**src/pkg/grl_consts.svh**
```systemverilog
// Purpose: Constants for the bus remote/local state logic
// Assumes: Included by the decoder and core design modules
// Notes: Offsets are APB byte addresses
`ifndef GRL_CONSTS_SVH
`define GRL_CONSTS_SVH
// Register offsets
`define GRL_OFS_CTRL 12'h000
`define GRL_OFS_STATUS 12'h004
`define GRL_OFS_ERROR_STATUS_WORD 12'h008
// Control fields
`define GRL_CTRL_TRIG_LSB 0
`define GRL_CTRL_ADDR_LSB 8
// Status fields
`define GRL_ST_TALK 0
`define GRL_ST_LISTEN 1
`define GRL_ST_REMOTE 2
`define GRL_ST_LLO 3
`define GRL_ST_REN 4
// Error status word fields
`define GRL_ERR_ILLEGAL_CMD 0
`define GRL_ERR_ILLEGAL_OPT 1
`define GRL_ERR_OVERRUN 2
`define GRL_ERR_CAL_LOCKED 3
// Reset values
`define GRL_RST_ADDR 5'h0F
`define GRL_RST_TRIG 2'h1
// Bus command bytes
`define GRL_CMD_GTL 7'h01
`define GRL_CMD_SDC 7'h04
`define GRL_CMD_GET 7'h08
`define GRL_CMD_LLO 7'h11
`define GRL_CMD_DCL 7'h14
`define GRL_CMD_UNL 7'h3F
`define GRL_CMD_UNT 7'h5F
`define GRL_LISTEN_GRP 2'h1
`define GRL_TALK_GRP 2'h2
// Command characters
`define GRL_CH_EXEC 8'h58
`define GRL_CH_COMMA 8'h2C
`define GRL_CH_0 8'h30
`define GRL_CH_9 8'h39
`define GRL_CH_A 8'h41
`define GRL_CH_Z 8'h5A
`define GRL_CH_TRIG 8'h54
`define GRL_CH_CAL 8'h51
`define GRL_CH_FREQ 8'h46
`define GRL_CH_K 8'h4B
`define GRL_CH_DISP 8'h44
// Highest legal option per command letter
`define GRL_LIM_TRIG 8'h03
`define GRL_LIM_CAL 8'h09
`define GRL_LIM_FREQ 8'h01
`define GRL_LIM_K 8'h03
`define GRL_LIM_DISP 8'h01
// Front panel
`define GRL_KEY_LOCAL 5'h00
`endif

```
**src/pkg/grl_pkg.sv**
```systemverilog
// Purpose: Types for the bus remote/local state logic
// Assumes: Constants come from grl_consts.svh
// Notes: None
package grl_pkg;
  typedef logic [7:0] grl_byte_t;
  typedef enum logic [1:0] {GRL_TRIG_EXT, GRL_TRIG_GET, GRL_TRIG_TALK,
                            GRL_TRIG_CMD} grl_trig_t;
  typedef enum {GRL_AH_IDLE, GRL_AH_HOLD, GRL_AH_DONE} grl_ah_t;
endpackage

```
**src/pkg/grl_cmd_if.sv**
```systemverilog
// Purpose: Accepted bus byte to decoder and decoded strobes back
// Assumes: One clock domain
// Notes: Decoded strobes are one-cycle pulses
interface grl_cmd_if;
  import grl_pkg::*;
  logic      byte_stb;
  grl_byte_t byte_data;
  logic      byte_atn;
  logic [4:0] my_addr;
  logic      mla;
  logic      mta;
  logic      unl;
  logic      unt;
  logic      gtl;
  logic      llo;
  logic      dcl;
  logic      sdc;
  logic      get;
  logic      dab;
  modport core (output byte_stb, byte_data, byte_atn, my_addr,
                input mla, mta, unl, unt, gtl, llo, dcl, sdc, get, dab);
  modport dec (input byte_stb, byte_data, byte_atn, my_addr,
               output mla, mta, unl, unt, gtl, llo, dcl, sdc, get, dab);
endinterface

```
**src/core/grl_cmd_decode.sv**
```systemverilog
// Purpose: Decode accepted bus bytes into command strobes
// Assumes: byte_data stable while byte_stb is high
// Notes: Strobes follow byte_stb by one cycle
`include "grl_consts.svh"
module grl_cmd_decode (
  // Clock and reset
  input wire logic pclk,
  input wire logic presetn,
  input wire logic clk_en,
  // Command path
  grl_cmd_if.dec   cif
);
  import grl_pkg::*;

  logic [6:0] c;
  logic       cmd;

  assign c   = cif.byte_data[6:0];
  assign cmd = cif.byte_stb && cif.byte_atn;

  always_ff @(posedge pclk or negedge presetn)
    if (!presetn)
    begin
      cif.mla <= 1'b0;
      cif.mta <= 1'b0;
      cif.unl <= 1'b0;
      cif.unt <= 1'b0;
      cif.gtl <= 1'b0;
      cif.llo <= 1'b0;
      cif.dcl <= 1'b0;
      cif.sdc <= 1'b0;
      cif.get <= 1'b0;
      cif.dab <= 1'b0;
    end
    else if (clk_en)
    begin
      cif.mla <= cmd && c == {`GRL_LISTEN_GRP, cif.my_addr};
      cif.mta <= cmd && c == {`GRL_TALK_GRP, cif.my_addr};
      cif.unl <= cmd && c == `GRL_CMD_UNL;
      cif.unt <= cmd && c == `GRL_CMD_UNT;
      cif.gtl <= cmd && c == `GRL_CMD_GTL;
      cif.llo <= cmd && c == `GRL_CMD_LLO;
      cif.dcl <= cmd && c == `GRL_CMD_DCL;
      cif.sdc <= cmd && c == `GRL_CMD_SDC;
      cif.get <= cmd && c == `GRL_CMD_GET;
      cif.dab <= cif.byte_stb && !cif.byte_atn;
    end
endmodule

```
**src/core/grl_core.sv**
```systemverilog
// Purpose: Instrument-side bus remote/local, address and error logic
// Assumes: Bus pins asynchronous; panel and engine signals on pclk
// Notes: APB answers in the first access cycle
//
// Behaviour
// - Option checks wait for the execute character before flagging
// - Out-of-range, conflict or unfitted module also flag illegal option
// - Each illegal-option error sets a bit in the error status word
// - Trigger while a reading is running reports overrun
// - Overrun trigger neither aborts nor restarts the running reading
// - Calibration other than drift correction is rejected when locked
// - Own talk address makes talker; UNT, listen address, IFC idle it
// - Own listen address makes listener; UNL, talk address, IFC idle it
// - Remote entered only when addressed to listen with REN true
// - In remote every panel key except local is ignored
// - Leaving remote re-enables panel keys unless lockout holds
// - Local key cancels remote and clears the user display message
// - Under local lockout the local key does nothing
// - Talk addressing works in remote and in local mode
// - Panel editing or buffer viewing stalls bus data bytes; command bytes still pass
// - Go-to-local leaves remote; keys stay locked under lockout
// - Only REN false clears lockout; it also clears remote
// - Device clear restores default operating conditions
//
// Our own choices: the APB interface to the registers and the register offsets.
`include "grl_consts.svh"
module grl_core (
  // Clock and reset
  input  wire logic             pclk,
  input  wire logic             presetn,
  input  wire logic             clk_en,
  // APB slave
  input  wire logic             psel,
  input  wire logic             penable,
  input  wire logic             pwrite,
  input  wire logic [11:0]      paddr,
  input  wire logic [31:0]      pwdata,
  output logic      [31:0]      prdata,
  output logic                  pready,
  output logic                  pslverr,
  // Bus pins, active low
  input  wire logic             atn_n,
  input  wire logic             ren_n,
  input  wire logic             ifc_n,
  input  wire logic             dav_n,
  input  wire grl_pkg::grl_byte_t dio_n,
  output logic                  nrfd_o,
  output logic                  nrfd_oe,
  output logic                  ndac_o,
  output logic                  ndac_oe,
  // Instrument side
  input  wire logic             cal_lock,
  input  wire logic             meas_busy,
  input  wire logic             ext_trig,
  input  wire logic             mode_conflict,
  input  wire logic [1:0]       module_fitted,
  input  wire logic             panel_busy,
  input  wire logic             key_stb,
  input  wire logic [4:0]       key_code,
  output logic                  key_out_stb,
  output logic      [4:0]       key_out_code,
  output logic                  meas_start,
  output logic                  cal_start,
  output grl_pkg::grl_byte_t    cal_opt,
  output logic                  dev_clear,
  output logic                  msg_show,
  output logic                  talk_ind,
  output logic                  listen_ind,
  output logic                  remote_ind,
  output logic                  llo_ind
);
  import grl_pkg::*;

  function automatic logic [1:0] grl_check(grl_byte_t l, grl_byte_t o,
                                           logic [1:0] fit);
    grl_byte_t lim;
    lim = 8'h00;
    grl_check = 2'b00;
    case (l)
      `GRL_CH_TRIG: lim = `GRL_LIM_TRIG;
      `GRL_CH_CAL:  lim = `GRL_LIM_CAL;
      `GRL_CH_FREQ: lim = `GRL_LIM_FREQ;
      `GRL_CH_K:    lim = `GRL_LIM_K;
      `GRL_CH_DISP: lim = `GRL_LIM_DISP;
      default:      grl_check = 2'b10;
    endcase
    if (!grl_check[1] && (o > lim || (l == `GRL_CH_FREQ && !fit[o[0]])))
      grl_check = 2'b01;
  endfunction

  function automatic logic [1:0] grl_sel(logic [11:0] a);
    case (a)
      `GRL_OFS_CTRL:              grl_sel = 2'b01;
      `GRL_OFS_STATUS:            grl_sel = 2'b10;
      `GRL_OFS_ERROR_STATUS_WORD: grl_sel = 2'b11;
      default:                    grl_sel = 2'b00;
    endcase
  endfunction

  // Pin synchronisers
  logic [12:0] s1_r;
  logic [12:0] s2_r;
  logic        atn;
  logic        ren;
  logic        ifc;
  logic        dav;
  logic        lock;
  grl_byte_t   dio;

  always_ff @(posedge pclk or negedge presetn)
    if (!presetn)
    begin
      s1_r <= 13'h0FFF;
      s2_r <= 13'h0FFF;
    end
    else if (clk_en)
    begin
      s1_r <= {cal_lock, dav_n, ifc_n, ren_n, atn_n, dio_n};
      s2_r <= s1_r;
    end

  assign dio  = ~s2_r[7:0];
  assign atn  = !s2_r[8];
  assign ren  = !s2_r[9];
  assign ifc  = !s2_r[10];
  assign dav  = !s2_r[11];
  assign lock = s2_r[12];
  assign nrfd_o = 1'b0;
  assign ndac_o = 1'b0;

  // Byte acceptance handshake
  grl_ah_t   ah_r;
  logic      byte_stb_r;
  logic      byte_atn_r;
  grl_byte_t byte_r;
  logic [4:0] addr_r;
  grl_cmd_if cif ();

  assign cif.byte_stb  = byte_stb_r;
  assign cif.byte_data = byte_r;
  assign cif.byte_atn  = byte_atn_r;
  assign cif.my_addr   = addr_r;

  grl_cmd_decode u_dec (
    .pclk    (pclk),
    .presetn (presetn),
    .clk_en  (clk_en),
    .cif     (cif)
  );

  always_ff @(posedge pclk or negedge presetn)
    if (!presetn)
    begin
      ah_r       <= GRL_AH_IDLE;
      byte_stb_r <= 1'b0;
      byte_atn_r <= 1'b0;
      byte_r     <= 8'h00;
      nrfd_oe    <= 1'b0;
      ndac_oe    <= 1'b0;
    end
    else if (clk_en)
    begin
      byte_stb_r <= 1'b0;
      if (ifc)
      begin
        ah_r    <= GRL_AH_IDLE;
        nrfd_oe <= 1'b0;
        ndac_oe <= 1'b0;
      end
      else
        case (ah_r)
          GRL_AH_IDLE:
          begin
            ndac_oe <= atn || listen_ind;
            if (dav && (atn || listen_ind))
            begin
              byte_r     <= dio;
              byte_atn_r <= atn;
              byte_stb_r <= 1'b1;
              nrfd_oe    <= 1'b1;
              ah_r       <= GRL_AH_HOLD;
            end
          end
          GRL_AH_HOLD:
            if (byte_atn_r || !panel_busy)
            begin
              ndac_oe <= 1'b0;
              ah_r    <= GRL_AH_DONE;
            end
          GRL_AH_DONE:
            if (!dav)
            begin
              ndac_oe <= 1'b1;
              nrfd_oe <= 1'b0;
              ah_r    <= GRL_AH_IDLE;
            end
          default: ah_r <= GRL_AH_IDLE;
        endcase
    end

  // Talker and listener address states
  always_ff @(posedge pclk or negedge presetn)
    if (!presetn)
    begin
      talk_ind   <= 1'b0;
      listen_ind <= 1'b0;
    end
    else if (clk_en)
    begin
      if (ifc)
      begin
        talk_ind   <= 1'b0;
        listen_ind <= 1'b0;
      end
      else if (cif.mta)
      begin
        talk_ind   <= 1'b1;
        listen_ind <= 1'b0;
      end
      else if (cif.mla)
      begin
        listen_ind <= 1'b1;
        talk_ind   <= 1'b0;
      end
      else
      begin
        if (cif.unt)
          talk_ind <= 1'b0;
        if (cif.unl)
          listen_ind <= 1'b0;
      end
    end

  // Remote, lockout and panel keys
  logic keys_lock_r;
  logic local_go;

  assign local_go = key_stb && key_code == `GRL_KEY_LOCAL && remote_ind
                    && !llo_ind;

  always_ff @(posedge pclk or negedge presetn)
    if (!presetn)
    begin
      remote_ind  <= 1'b0;
      llo_ind     <= 1'b0;
      keys_lock_r <= 1'b0;
    end
    else if (clk_en)
    begin
      if (!ren)
      begin
        remote_ind  <= 1'b0;
        llo_ind     <= 1'b0;
        keys_lock_r <= 1'b0;
      end
      else
      begin
        if (cif.llo)
          llo_ind <= 1'b1;
        if (cif.mla)
        begin
          remote_ind  <= 1'b1;
          keys_lock_r <= 1'b1;
        end
        else if (cif.gtl && listen_ind)
        begin
          remote_ind  <= 1'b0;
          keys_lock_r <= llo_ind || cif.llo;
        end
        else if (local_go)
        begin
          remote_ind  <= 1'b0;
          keys_lock_r <= 1'b0;
        end
      end
    end

  always_ff @(posedge pclk or negedge presetn)
    if (!presetn)
    begin
      key_out_stb  <= 1'b0;
      key_out_code <= 5'h00;
    end
    else if (clk_en)
    begin
      key_out_stb  <= key_stb && !keys_lock_r;
      key_out_code <= key_code;
    end

  // Command string parser
  grl_byte_t let_r;
  grl_byte_t opt_r;
  grl_byte_t p_cal_r;
  logic      has_let_r;
  logic      comma_r;
  logic      go_r;
  logic      p_trig_v_r;
  logic      p_cal_v_r;
  logic      p_msg_v_r;
  logic      p_msg_r;
  logic [1:0] p_trig_r;
  logic [1:0] pend_err_r;
  logic [1:0] chk_now;
  logic      set_cmd_r;
  logic      set_opt_r;
  logic      set_cal_r;
  logic      exec_trig_r;
  logic      is_x;
  logic      is_let;
  logic      is_dig;
  logic      commit;
  logic      clean;
  logic      dev_clr_go;
  logic      bad_cal;

  assign dev_clr_go = cif.dcl || (cif.sdc && listen_ind);
  assign is_x   = cif.dab && remote_ind && byte_r == `GRL_CH_EXEC;
  assign is_let = cif.dab && remote_ind && !is_x && byte_r >= `GRL_CH_A
                  && byte_r <= `GRL_CH_Z;
  assign is_dig = cif.dab && remote_ind && byte_r >= `GRL_CH_0
                  && byte_r <= `GRL_CH_9;
  assign commit = has_let_r && (is_let || is_x);
  assign chk_now = grl_check(let_r, opt_r, module_fitted);
  assign clean  = pend_err_r == 2'b00 && !mode_conflict;
  assign bad_cal = p_cal_v_r && lock && p_cal_r != 8'h00;

  always_ff @(posedge pclk or negedge presetn)
    if (!presetn)
    begin
      let_r       <= 8'h00;
      opt_r       <= 8'h00;
      p_cal_r     <= 8'h00;
      has_let_r   <= 1'b0;
      comma_r     <= 1'b0;
      go_r        <= 1'b0;
      p_trig_v_r  <= 1'b0;
      p_cal_v_r   <= 1'b0;
      p_msg_v_r   <= 1'b0;
      p_msg_r     <= 1'b0;
      p_trig_r    <= 2'h0;
      pend_err_r  <= 2'h0;
      set_cmd_r   <= 1'b0;
      set_opt_r   <= 1'b0;
      set_cal_r   <= 1'b0;
      exec_trig_r <= 1'b0;
      cal_start   <= 1'b0;
      cal_opt     <= 8'h00;
      msg_show    <= 1'b0;
    end
    else if (clk_en)
    begin
      go_r        <= is_x && !dev_clr_go;
      set_cmd_r   <= go_r && pend_err_r[1];
      set_opt_r   <= go_r && (pend_err_r[0] || mode_conflict);
      set_cal_r   <= go_r && clean && bad_cal;
      exec_trig_r <= go_r && clean && p_trig_v_r;
      cal_start   <= go_r && clean && p_cal_v_r && !bad_cal;
      if (go_r)
        cal_opt <= p_cal_r;
      if (dev_clr_go || local_go)
        msg_show <= 1'b0;
      else if (go_r && clean && p_msg_v_r)
        msg_show <= p_msg_r;
      if (dev_clr_go || go_r)
      begin
        has_let_r  <= 1'b0;
        pend_err_r <= 2'h0;
        p_trig_v_r <= 1'b0;
        p_cal_v_r  <= 1'b0;
        p_msg_v_r  <= 1'b0;
      end
      else
      begin
        if (commit)
        begin
          pend_err_r <= pend_err_r | chk_now;
          if (chk_now == 2'b00)
            case (let_r)
              `GRL_CH_TRIG:
              begin
                p_trig_v_r <= 1'b1;
                p_trig_r   <= opt_r[1:0];
              end
              `GRL_CH_CAL:
              begin
                p_cal_v_r <= 1'b1;
                p_cal_r   <= opt_r;
              end
              `GRL_CH_DISP:
              begin
                p_msg_v_r <= 1'b1;
                p_msg_r   <= opt_r[0];
              end
              default: p_msg_v_r <= p_msg_v_r;
            endcase
        end
        if (is_let)
        begin
          let_r     <= byte_r;
          opt_r     <= 8'h00;
          has_let_r <= 1'b1;
          comma_r   <= 1'b0;
        end
        else if (is_dig && !comma_r)
          opt_r <= (opt_r > 8'h18) ? 8'hFF
                 : 8'(opt_r * 10 + (byte_r - `GRL_CH_0));
        else if (cif.dab && byte_r == `GRL_CH_COMMA)
          comma_r <= 1'b1;
      end
    end

  // Triggering and device clear
  grl_trig_t trig_src_r;
  logic      stim;
  logic      set_ovr_r;

  assign stim = (cif.get && listen_ind && trig_src_r == GRL_TRIG_GET)
              || (ext_trig && trig_src_r == GRL_TRIG_EXT)
              || (cif.mta && trig_src_r == GRL_TRIG_TALK)
              || (go_r && clean && trig_src_r == GRL_TRIG_CMD);

  always_ff @(posedge pclk or negedge presetn)
    if (!presetn)
    begin
      meas_start <= 1'b0;
      set_ovr_r  <= 1'b0;
      dev_clear  <= 1'b0;
    end
    else if (clk_en)
    begin
      meas_start <= stim && !meas_busy;
      set_ovr_r  <= stim && meas_busy;
      dev_clear  <= dev_clr_go;
    end

  // APB register file
  logic [1:0]  sel;
  logic [31:0] rd;
  logic [3:0]  err_r;
  logic        apb_wr;

  assign sel    = grl_sel(paddr);
  assign apb_wr = psel && penable && pready && pwrite;

  always_comb
  begin
    rd = 32'h0000_0000;
    case (sel)
      2'b01:
      begin
        rd[`GRL_CTRL_TRIG_LSB +: 2] = trig_src_r;
        rd[`GRL_CTRL_ADDR_LSB +: 5] = addr_r;
      end
      2'b10:
      begin
        rd[`GRL_ST_TALK]   = talk_ind;
        rd[`GRL_ST_LISTEN] = listen_ind;
        rd[`GRL_ST_REMOTE] = remote_ind;
        rd[`GRL_ST_LLO]    = llo_ind;
        rd[`GRL_ST_REN]    = ren;
      end
      2'b11: rd[3:0] = err_r;
      default: rd = 32'h0000_0000;
    endcase
  end

  always_ff @(posedge pclk or negedge presetn)
    if (!presetn)
    begin
      pready  <= 1'b0;
      pslverr <= 1'b0;
      prdata  <= 32'h0000_0000;
    end
    else if (clk_en)
    begin
      pready  <= psel && !penable;
      pslverr <= psel && !penable && sel == 2'b00;
      if (psel && !penable)
        prdata <= rd;
    end

  always_ff @(posedge pclk or negedge presetn)
    if (!presetn)
    begin
      trig_src_r <= grl_trig_t'(`GRL_RST_TRIG);
      addr_r     <= `GRL_RST_ADDR;
    end
    else if (clk_en)
    begin
      if (dev_clr_go)
        trig_src_r <= grl_trig_t'(`GRL_RST_TRIG);
      else if (exec_trig_r)
        trig_src_r <= grl_trig_t'(p_trig_r);
      else if (apb_wr && sel == 2'b01)
        trig_src_r <= grl_trig_t'(pwdata[`GRL_CTRL_TRIG_LSB +: 2]);
      if (apb_wr && sel == 2'b01)
        addr_r <= pwdata[`GRL_CTRL_ADDR_LSB +: 5];
    end

  // Sticky errors: hardware set wins over write-one-to-clear
  always_ff @(posedge pclk or negedge presetn)
    if (!presetn)
      err_r <= 4'h0;
    else if (clk_en)
      err_r <= (err_r & ~((apb_wr && sel == 2'b11) ? pwdata[3:0] : 4'h0))
             | {set_cal_r, set_ovr_r, set_opt_r, set_cmd_r};

  a_talk_ifc:
    assert property (@(posedge pclk) disable iff (!presetn || !clk_en)
      ifc |=> !talk_ind && !listen_ind) else $error("talker after IFC");
  a_listen_mta:
    assert property (@(posedge pclk) disable iff (!presetn || !clk_en)
      cif.mta && !ifc |=> !listen_ind) else $error("listener on talk");
  a_remote_cause:
    assert property (@(posedge pclk) disable iff (!presetn || !clk_en)
      $rose(remote_ind) |-> $past(cif.mla && ren))
      else $error("remote without MLA and REN");
  a_key_block:
    assert property (@(posedge pclk) disable iff (!presetn || !clk_en)
      key_stb && keys_lock_r |=> !key_out_stb) else $error("key passed");
  a_lockout_hold:
    assert property (@(posedge pclk) disable iff (!presetn || !clk_en)
      key_stb && llo_ind && remote_ind && ren && !cif.gtl |=> remote_ind)
      else $error("local key worked under lockout");
  a_ren_drop:
    assert property (@(posedge pclk) disable iff (!presetn || !clk_en)
      !ren |=> !remote_ind && !llo_ind) else $error("REN false kept state");
  a_ovr_nostart:
    assert property (@(posedge pclk) disable iff (!presetn || !clk_en)
      stim && meas_busy |=> set_ovr_r && !meas_start)
      else $error("overrun trigger started reading");
  a_hold_bus:
    assert property (@(posedge pclk) disable iff (!presetn || !clk_en)
      ah_r == GRL_AH_HOLD && !byte_atn_r && panel_busy && !ifc |=> ndac_oe)
      else $error("data accepted during panel hold");
  a_defer_err:
    assert property (@(posedge pclk) disable iff (!presetn || !clk_en)
      set_opt_r |-> $past(go_r, 1)) else $error("option error before X");
  a_err_sticky:
    assert property (@(posedge pclk) disable iff (!presetn || !clk_en)
      set_opt_r |=> err_r[`GRL_ERR_ILLEGAL_OPT]) else $error("flag lost");
  a_cal_lock:
    assert property (@(posedge pclk) disable iff (!presetn || !clk_en)
      cal_start && cal_opt != 8'h00 |-> !$past(lock))
      else $error("locked calibration ran");
  a_get_trig:
    assert property (@(posedge pclk) disable iff (!presetn || !clk_en)
      cif.get && !listen_ind && trig_src_r != GRL_TRIG_TALK
      && trig_src_r != GRL_TRIG_EXT && !go_r |=> !meas_start)
      else $error("unaddressed GET triggered");
endmodule

```
**config.mk**
```make
export PLATFORM = sky130hd
export DESIGN_NAME = grl_core
export DESIGN_NICKNAME = d
export VERILOG_FILES = /design/src/pkg/grl_pkg.sv /design/src/pkg/grl_cmd_if.sv /design/src/core/grl_cmd_decode.sv /design/src/core/grl_core.sv
export VERILOG_INCLUDE_DIRS = /design/src /design/src/pkg
export SDC_FILE = /design/constraint.sdc
export NUM_CORES = 1
export LEC_CHECK = 0
export ABC_AREA = 1
export BUFFER_PORTS_ARGS = -buffer_cell sky130_fd_sc_hd__buf_2
export CAP_MARGIN = 20
export CELL_PAD_IN_SITES_DETAIL_PLACEMENT = 0
export CELL_PAD_IN_SITES_GLOBAL_PLACEMENT = 1
export CORE_MARGIN = 2
export CORE_UTILIZATION = 25
export DETAILED_ROUTE_END_ITERATION = 8
export GPL_TIMING_DRIVEN = 1
export PLACE_DENSITY_LB_ADDON = 0.05
export SETUP_SLACK_MARGIN = 0.15
export SLEW_MARGIN = 20
export SYNTH_ARGS = -nofsm -noshare
export SYNTH_HDL_FRONTEND = slang
export SYNTH_SLANG_ARGS = --single-unit
```
**constraint.sdc**
```tcl
create_clock -name pclk -period 4.3 [get_ports pclk]
set_input_delay 0.215 -clock pclk [delete_from_list [all_inputs] [get_ports pclk]]
set_output_delay 0.215 -clock pclk [all_outputs]
set_load 0.01 [all_outputs]
```
==> results of run 1 <==
==> worst max-delay path, delay by kind of cell (launching register included) <==
kind	cells	cell delay [ns]
compound gates	2	0.32
fa+ha+maj	5	1.61
flops	1	0.48
simple gates	1	0.30
==> report_power, final <==
group,internal (uW),leakage [uW],total [uW],switching [uW]
Clock,817,0.000268,1410,596
Sequential,1410,0.00168,1560,153
Combinational,303,0.00225,807,505
Total,2530,0.00420,3780,1250
==> synthesized netlist by cell type, types with 2 or more instances <==
| master | n |
|---|---|
| o21ai_0 | 66 |
| nand4_1 | 7 |
| nand3_1 | 30 |
| o32ai_1 | 2 |
| fa_1 | 2 |
| inv_2 | 12 |
| nor4_1 | 3 |
| a21oi_2 | 2 |
| nand3_2 | 3 |
| nor2_4 | 2 |
| a21oi_1 | 28 |
| buf_4 | 25 |
| a31oi_1 | 5 |
| o211ai_1 | 3 |
| inv_1 | 92 |
| nor2_2 | 6 |
| nand2_2 | 4 |
| nand2_1 | 232 |
| dfstp_2 | 29 |
| clkbuf_1 | 12 |
| or2_2 | 3 |
| buf_2 | 2 |
| o41ai_1 | 2 |
| xor2_1 | 3 |
| nor3_2 | 2 |
| o21ai_1 | 11 |
| nand2_4 | 2 |
| dfrtp_1 | 107 |
| o22ai_1 | 10 |
| buf_1 | 2 |
| nor3_1 | 8 |
| ha_1 | 25 |
| o31ai_1 | 11 |
| nor2_1 | 60 |
==> placed cells by master (no fill, tap or decap), types with 3 or more instances in the layout <==
cell type	netlist	final
nand2_1	232	232
buf_2	2	86
nor4_1	3	3
dlygate4sd3_1	0	17
o21ai_0	66	66
o211ai_1	3	3
clkinv_2	1	4
dfstp_2	29	29
conb_1	1	24
o31ai_1	11	11
nor2_2	6	6
or2_2	3	3
nand3_2	3	3
a21oi_1	28	28
o22ai_1	10	10
dfrtp_1	107	107
nand3_1	30	30
buf_4	25	4
ha_1	25	25
nor2_1	60	60
inv_6	0	3
inv_1	92	92
clkinvlp_4	0	4
nand2_2	4	4
nand4_1	7	7
inv_2	12	12
clkbuf_16	0	17
o21ai_1	11	11
xor2_1	3	3
a31oi_1	5	5
nor3_1	8	8
==> final cells by class <==
class | count | area (sq um)
Fill cell | 2910 | 18700
Sequential cell | 136 | 3440
Multi-Input combinational cell | 567 | 2890
Timing Repair Buffer | 108 | 642
Clock buffer | 19 | 443
Tap cell | 341 | 427
Inverter | 105 | 395
Clock inverter | 13 | 121
==> per-layer routing <==
metal / routed length [microns] / up-vias / GRT usage / part of all wire
met3: 633 / 22 / 0.0335 / 0.034
met1: 8780 / 2585 / 0.175 / 0.48
met2: 8730 / 95 / 0.220 / 0.47
met5: 0 / - / 0 / 0
met4: 297 / 0 / 0.0401 / 0.016
li1: - / 2861 / - / -
==> cell families (layout without fill, tap and decap cells) <==
| family | count (synthesis) | after routing |
|---|---|---|
| compound gates | 145 | 145 |
| simple gates | 367 | 367 |
| flops | 136 | 136 |
| buf+inv | 147 | 245 |
| fa+ha+maj | 27 | 27 |
| other cells | 1 | 24 |
| xor+xnor | 4 | 4 |
==> how the worst min path moves through the flow <==
| stage | slack, ns | endpoint |
|---|---|---|
| after global routing | 0.01 | key_out_code[4]$_DFFE_PN0P_ |
| after CTS | 0.005 | s1_r[2]$_DFFE_PN1P_ |
| after floorplan | -0.08 | addr_r[4]$_DFFE_PN0P_ |
| after global placement | 0.33 | cal_opt[3]$_DFFE_PN0P_ |
| after detailed placement | 0.33 | cal_opt[2]$_DFFE_PN0P_ |
| final | 0.03 | s1_r[2]$_DFFE_PN1P_ |
==> sequential cells by signal, indices dropped and copies added (netlist names), 2 cells and up <==
register      cells
addr_r            5
s2_r             13
opt_r             8
key_out_code      5
err_r             4
p_cal_r           8
cal_opt           8
pend_err_r        2
ah_r              2
s1_r             13
trig_src_r        2
byte_r            8
p_trig_r          2
prdata           10
let_r             8
==> per-stage QoR <==
step | hold WS [ns] | instances
after floorplan | -0.0806 | 850
after global placement | 0.326 | 1240
after detailed placement | 0.331 | 1240
after CTS | 0.00505 | 1289
after global routing | 0.0114 | 1289
final | 0.0262 | 1289
==> what timing repair did <==
action                                 CTS  global route
gates resized for setup                  0             0
setup endpoints to repair                0             0
endpoints found under the hold margin   81             0
setup buffers                            0             0
hold buffers                            17             0
==> reports/metrics.yaml, run 1 <==
cts-root-buf: "clkbuf_16"
first_pass_iters: 4
holdPathStages: 3
overflow: 0
finalClockSkew_ns: 0.0139
max_stage_delay_ns: 0.48
syn_inst: 827
crit-reg2reg-launch: "opt_r[1]$_DFFE_PN0P_"
final_hold_viol_count: 0
place_hpwl_microns: 13900
port_buffers: 87
stdcell_area_sq_um: 8360
crit_required_ns: 4.60
die_h_microns: 170
fin_crit_ns: 2.84
ys.flop_type: "dfrtp_1"
worstReg2RegEnd: "opt_r[5]$_DFFE_PN0P_"
p_leak_uw: 0.00420
synth.mux.area_fraction: 0
cp_slowest_cell: "dfrtp_1"
worst_slack_ns: 1.46
ant_nets: 0
cpMostUsedCell: "ha_1"
cts-buffers-inserted: 17
cts_tree: "built"
yosys.area.top_type: "dfrtp_1"
synth_compound_area_frac: 0.119
grt_pass1_wl_microns: 30200
syn2layout_area_growth_pct: 21.1
path_class: "register to register"
dpl-instance-area_sq_um: 7630
ios: 135
p_total_uw: 3780
cp.arrival_ns: 3.14
die_w_microns: 170
yosysWarnings: 0
yosysTopAreaCellShare: 0.388
critPathLaunchType: "register"
setup_viol: 0
synth.distinct_cells: 48
tns_ns: 0
synthTopCellsByArea: "dfrtp_1 39%, nand2_1 13%, dfstp_2 11%, inv_1 5.0%, o21ai_0 4.8%"
rr_worst_depth: 8
async_reset_ff_frac: 1.00
rrSetupSlack_ns: 1.46
grt_max_degree: 82
routed_wl_microns: 18400
grt_pass1_vias: 5733
clk_path_buf_depth: 2
dpl_worst_slack_ns: 1.46
nNetsFinal: 1037
drtIter0Drc: 223
synth_top_family_by_area: "simple AND/OR/NAND/NOR gates"
netlist_area_sq_um: 6900
tightest_slew_ns: 0.788
cts_sinks: 136
rsz0062_at_grt: "false"
drc_errors: 0
start_util: 0.255
hold_path_class: "input port to register"
htree_levels: 4
endpoint: "opt_r[5]$_DFFE_PN0P_"
gp_congestion: 0.795
slew_violations: 0
irDropWorstVdd_uv: 186
worstPathCellList: "ha_1 -> ha_1 -> fa_1 -> ha_1 -> ha_1 -> or2_2 -> a21oi_1 -> o22ai_1"
synthAdderAreaFrac: 0.0511
min_from: "dio_n[2]"
std_cell_rows: 60
status: "complete, no violations"
synth_seq_cells: 136
final_util: 0.309
startpoint: "opt_r[1]$_DFFE_PN0P_"
synth_xor_area_frac: 0.00508
post-route-period-util: 0.661
insertion_delay_ns: 0.42
path_clk_slew_ns: 0.06
drv_cap: 0
detail_route.wl_per_cell_microns: 14.3
die-area_sq_um: 29000
synth-edff-count: 0
max_freq_mhz: 352
vias: 5563
relSlewSlack: 0.470
viasPerCell: 4.32
antenna_found_initial: 0
synth_simple_gate_area_frac: 0.231
seq_area_frac_synth: 0.498
drive_gt1_frac: 0.204
n_antenna_cell: 0
worstPathMaxFanout: 6
postSynthAreaPerCell_sq_um: 8.35
grt_util_all_layers: 0.134
core_sq_um: 27000
endpoint_kind: "register"
p_per_area_nw_per_um2: 452
Power figures use the tool's default switching activity.
==> run 2: changes to the inputs <==
Clock period 4.3 ns to 2.79 ns, I/O delays scaled along.
==> run 2 against run 1 <==
Against the previous run:
- die area unchanged
- via count rose by 3.6%
- sequential cell count stayed put
- clock-buffer cell count is 2 lower
- sequential share of layout area down 1.9 points
- final cell count increased by 2.0%
- sequential power is 53% higher
- critical path depth increased by 5
- combinational power is 77% higher
- maximum frequency grew 14%
- clock power up 73%
==> reports/metrics.yaml, run 2 (synthesized netlist as in run 1, its figures left out) <==
status: "complete, no violations"
p_per_area_nw_per_um2: 713
layout_commonest_cell: "nand2_1"
largest_registers: "s1_r x13, s2_r x13, prdata x10"
antenna_found_initial: 0
final_util: 0.325
die_h_microns: 170
layout.cells.non_filler: 1315
gp_congestion: 0.783
ios: 135
final_cell_mix: "232 x nand2_1, 105 x dfrtp_1, 92 x inv_1, 86 x buf_2, 66 x o21ai_0"
grt_max_degree: 56
crit-reg2reg-launch: "opt_r[3]$_DFFE_PN0P_"
min_from: "pwdata[1]"
die_w_microns: 170
worst-path-buf-inv: 1
dr.max_layer_used: "met4"
worstReg2RegEnd: "opt_r[7]$_DFFE_PN0P_"
hold_path_class: "input port to register"
cts-root-buf: "clkbuf_16"
grt_util_all_layers: 0.140
stdcell_area_sq_um: 8780
routed_wl_microns: 19400
fin_crit_ns: 2.49
drc_errors: 0
crit_required_ns: 3.10
htree_levels: 4
path_clk_slew_ns: 0.06
first_pass_iters: 4
viasPerCell: 4.38
grt_pass1_vias: 5863
hold_path_end: "err_r[1]$_DFFE_PN0P_"
clk_path_buf_depth: 2
nNetsFinal: 1063
drive_gt1_frac: 0.227
startpoint: "opt_r[3]$_DFFE_PN0P_"
wl_met1_microns: 9330
post-route-period-util: 0.892
core_sq_um: 27000
detail_route.wl_per_cell_microns: 14.7
tightest_slew_ns: 0.715
max_stage_delay_ns: 0.57
critPathLaunchType: "register"
cts_tree: "built"
setup_viol: 0
syn2layout_area_growth_pct: 27.2
dp.cells: 1248
cts_sinks: 136
relSlewSlack: 0.519
n_antenna_cell: 0
slew_violations: 0
wl_met2_microns: 9300
overflow: 0
start_util: 0.255
cts-buffers-inserted: 17
irDropWorstVdd_uv: 378
cp.arrival_ns: 2.80
ant_nets: 0
endpoint_kind: "register"
holdPathStages: 4
dpl-instance-area_sq_um: 7700
die-area_sq_um: 29000
path_delay_family: "adder cells"
finalClockSkew_ns: 0.0138
port_buffers: 87
met3WireLength_microns: 553
final_hold_viol_count: 0
drv_cap: 0
rr_worst_depth: 13
drtIter0Drc: 209
vias: 5766
place_hpwl_microns: 14400
insertion_delay_ns: 0.42
std_cell_rows: 60
worstPathCellList: "ha_4 -> ha_4 -> fa_2 -> ha_4 -> ha_4 -> nand2_1 -> nand2_1 -> a21oi_2 -> inv_1 -> nand3_1 -> nand3_1 -> nand2_1 -> nand2_1"
path_class: "register to register"
rsz0062_at_grt: "false"
worstPathMaxFanout: 3
tns_ns: 0
grt_pass1_wl_microns: 31200
max_freq_mhz: 402
p_leak_uw: 0.00437
rrSetupSlack_ns: 0.30
cp_slowest_cell: "fa_2"
run 2: cell count changes in the layout (fill, tap and decap cells not counted), sizes merged:
cell / change
clkinvlp: -3
dlygate4sd3: +13
clkbuf: -2
inv: +5
bufinv: +2
clkinv: -2
buf: +13
run 2: power by group:
part | internal (uW) | total, uW | switching, uW
registers | 2170 | 2390 | 220
logic | 573 | 1430 | 854
clock network | 1450 | 2440 | 997
total | 4190 | 6260 | 2070
run 2: layout make-up:
class                   instances  area [sq um]
multi-input cells             567          3010
fillers                      2909         18200
repair buffers                134           882
clock buffers                  17           425
well taps                     341           427
flip-flops and latches        136          3440
inverters                     105           395
clock inverters                15           201
run 2: stage by stage:
stage	setup WS, ns	total power, uW	hold slack (ns)
after floorplan	0.203	3260	-0.156
after global placement	0.0870	3720	0.133
after detailed placement	0.0769	3740	0.140
after CTS	0.155	6320	0.00587
after global routing	0.155	6700	0.0442
final	0.300	6260	0.0268
run 2: how the worst max path moves through the flow:
stage / to / depth (start not counted)
finish: opt_r[7]$_DFFE_PN0P_ / 13
global route: opt_r[7]$_DFFE_PN0P_ / 13
CTS: opt_r[7]$_DFFE_PN0P_ / 13
detailed placement: opt_r[7]$_DFFE_PN0P_ / 13
global placement: opt_r[7]$_DFFE_PN0P_ / 13
floorplan: opt_r[7]$_DFFE_PN0P_ / 13
run 2: layer usage:
layer | GRT usage | vias to the layer above
li1 | - | 2898
met1 | 0.182 | 2763
met2 | 0.234 | 96
met3 | 0.0270 | 9
met4 | 0.0427 | 0
met5 | 0 | -
run 2: worst reg2reg max path, cell delays in order, from the launching register on:
cell and delay, ns:
dfrtp_1 0.41, ha_4 0.25, ha_4 0.17, fa_2 0.57, ha_4 0.21, ha_4 0.21, nand2_1 0.08, nand2_1 0.07
a21oi_2 0.13, inv_1 0.05, nand3_1 0.06, nand3_1 0.07, nand2_1 0.06, nand2_1 0.04
run 2: what timing repair did:
item	4_1_cts	5_1_grt
resized for setup	5	12
buffers inserted	0	5
pin swaps	5	6
endpoints found under the hold margin	66	0
hold buffers	30	0
endpoints found under the setup margin	2	15
==> run 3: changes to the inputs <==
Settings changed: BUFFER_PORTS_ARGS -buffer_cell sky130_fd_sc_hd__buf_2 to default, DONT_BUFFER_PORTS from default to 1.
==> run 3 against run 2 <==
Against the previous run:
- the run now ends with hold timing left
- critical endpoint unchanged
- register-to-register slack lost 0.05 ns
- wire length about the same
- sequential power about the same
- worst hold slack got worse by 0.62 ns
- worst setup slack got worse by 0.048 ns
- global-route usage about the same
- highest routed layer unchanged
- power is 0.67% lower
==> reports/metrics.yaml, run 3 (synthesized netlist as in run 1, its figures left out) <==
status: "finished with violations"
violations: "hold timing"
crit-reg2reg-launch: "opt_r[1]$_DFFE_PN0P_"
die-area_sq_um: 29000
share_comb_of_total_power: 0.212
relSlewSlack: 0.597
pwr-share-seq: 0.387
antenna_found_initial: 0
ios: 135
place_hpwl_microns: 13600
nNetsFinal: 978
worstReg2RegEnd: "opt_r[7]$_DFFE_PN0P_"
syn2layout_area_growth_pct: 21.4
cts_sinks: 136
fin_crit_ns: 2.54
drive_gt1_frac: 0.151
largest_registers: "s1_r x13, s2_r x13, prdata x10"
cpMostUsedCell: "ha_4"
hold_buffers: 36
p_leak_uw: 0.00400
overflow: 0
slew_violations: 0
grt_util_all_layers: 0.140
clkPwrFrac: 0.401
cts-buffers-inserted: 17
cp_slowest_cell: "fa_2"
rsz0062_at_grt: "true"
dpl_worst_slack_ns: 0.105
endpoint_kind: "register"
cp.arrival_ns: 2.84
cts_tree: "built"
path_class: "register to register"
critPathLaunchType: "register"
grtUsageMet2: 0.221
worstPathMaxFanout: 3
core_sq_um: 27000
ant_nets: 0
insertion_delay_ns: 0.42
layout_commonest_cell: "nand2_1"
htree_levels: 4
internal_power_uw: 4220
max_freq_mhz: 394
grtUsageMet3: 0.0281
finalClockSkew_ns: 0.0119
tightest_slew_ns: 0.603
rr_worst_depth: 13
final_cell_mix: "230 x nand2_1, 106 x dfrtp_1, 92 x inv_1, 66 x o21ai_0, 57 x nor2_1"
routed_wl_microns: 19300
drc_errors: 0
port_buffers: 0
worstPathCellList: "ha_4 -> ha_4 -> fa_2 -> ha_4 -> ha_4 -> nand2_2 -> nand2_1 -> a21oi_2 -> inv_1 -> nand3_2 -> nand3_1 -> nand2_1 -> nand2_1"
grt_max_degree: 137
rrSetupSlack_ns: 0.25
hold_path_class: "input port to async pin"
worst_slack_ns: 0.252
post-route-period-util: 0.910
first_pass_iters: 4
groute.layer.met1.usage: 0.190
std_cell_rows: 60
final_hold_viol_count: 136
gp_congestion: 0.794
switching_share: 0.321
grt-busiest-layer: "met2"
crit_required_ns: 3.10
vias: 5478
viasPerCell: 4.45
n_antenna_cell: 0
detail_route.wl_per_cell_microns: 15.7
path_clk_slew_ns: 0.07
drtIter0Drc: 317
start_util: 0.255
switchingPower_uw: 1990
die_w_microns: 170
max_stage_delay_ns: 0.60
p_per_area_nw_per_um2: 742
irDropWorstVdd_uv: 337
tns_ns: 0
cts-root-buf: "clkbuf_16"
die_h_microns: 170
drv_cap: 0
clk_path_buf_depth: 2
grt_pass1_wl_microns: 31100
p_total_uw: 6220
whs_ns: -0.589
grt_pass1_vias: 5568
setup_viol: 0
## run 3: changes by cell type in the layout (fill, tap and decap cells not counted), sizes merged
cell | before | now
clkinvlp | 1 | 0
buf | 104 | 14
inv | 113 | 110
dlygate4sd3 | 30 | 35
bufinv | 3 | 4
clkinv | 3 | 6
## run 3: per-stage QoR
step / instance area (sq um) / utilization / instances
after CTS: 8240 / 0.305 / 1225
after global routing: 8380 / 0.310 / 1230
after global placement: 7210 / 0.267 / 1157
final: 8380 / 0.310 / 1230
after detailed placement: 7210 / 0.267 / 1157
after floorplan: 6990 / - / 850
## run 3: worst max-delay path, delay by kind of cell (launching register included)
kind / cells / cell delay, ns
AND/OR/NAND/NOR: 6 / 0.37
AO/OA/AOI/OAI: 1 / 0.15
adder cells (fa/ha/maj): 5 / 1.45
flip-flops: 1 / 0.41
buffers and inverters: 1 / 0.06
## run 3: layout make-up
class                   instances  area [sq um]
fillers                      2913         18600
clock inverters                15           211
repair buffers                 49           475
well taps                     341           427
multi-input cells             567          3010
inverters                     105           395
clock buffers                  17           425
flip-flops and latches        136          3440
## run 3: power by group through the flow
stage	Sequential, uW	Combinational [uW]	Clock (uW)
2_1_floorplan	2350	908	0
6_report	2410	1320	2490
3_5_place_dp	2450	1150	0
3_3_place_gp	2450	1150	0
4_1_cts	2420	1240	2570
5_1_grt	2440	1560	2660
## run 3: worst max path at each step
| stage | startpoint | endpoint | slack (ns) |
|---|---|---|---|
| floorplan | opt_r[1]$_DFFE_PN0P_ | opt_r[7]$_DFFE_PN0P_ | 0.20 |
| global placement | opt_r[1]$_DFFE_PN0P_ | opt_r[7]$_DFFE_PN0P_ | 0.11 |
| detailed placement | opt_r[1]$_DFFE_PN0P_ | opt_r[7]$_DFFE_PN0P_ | 0.10 |
| CTS | opt_r[1]$_DFFE_PN0P_ | opt_r[7]$_DFFE_PN0P_ | 0.16 |
| global route | opt_r[1]$_DFFE_PN0P_ | opt_r[7]$_DFFE_PN0P_ | 0.12 |
| finish | opt_r[1]$_DFFE_PN0P_ | opt_r[7]$_DFFE_PN0P_ | 0.25 |
## run 3: timing repair
action                                  in CTS  in global routing
gates resized for setup                      3                 17
pin swaps                                    1                  5
setup buffers                                0                  5
endpoints found under the hold margin      193                136
endpoints found under the setup margin       2                 14
## run 3: metal layers
metal	vias up	wire length [microns]
met3	21	635
met5	-	0
met4	0	322
met1	2614	9230
met2	114	9160
li1	2729	-
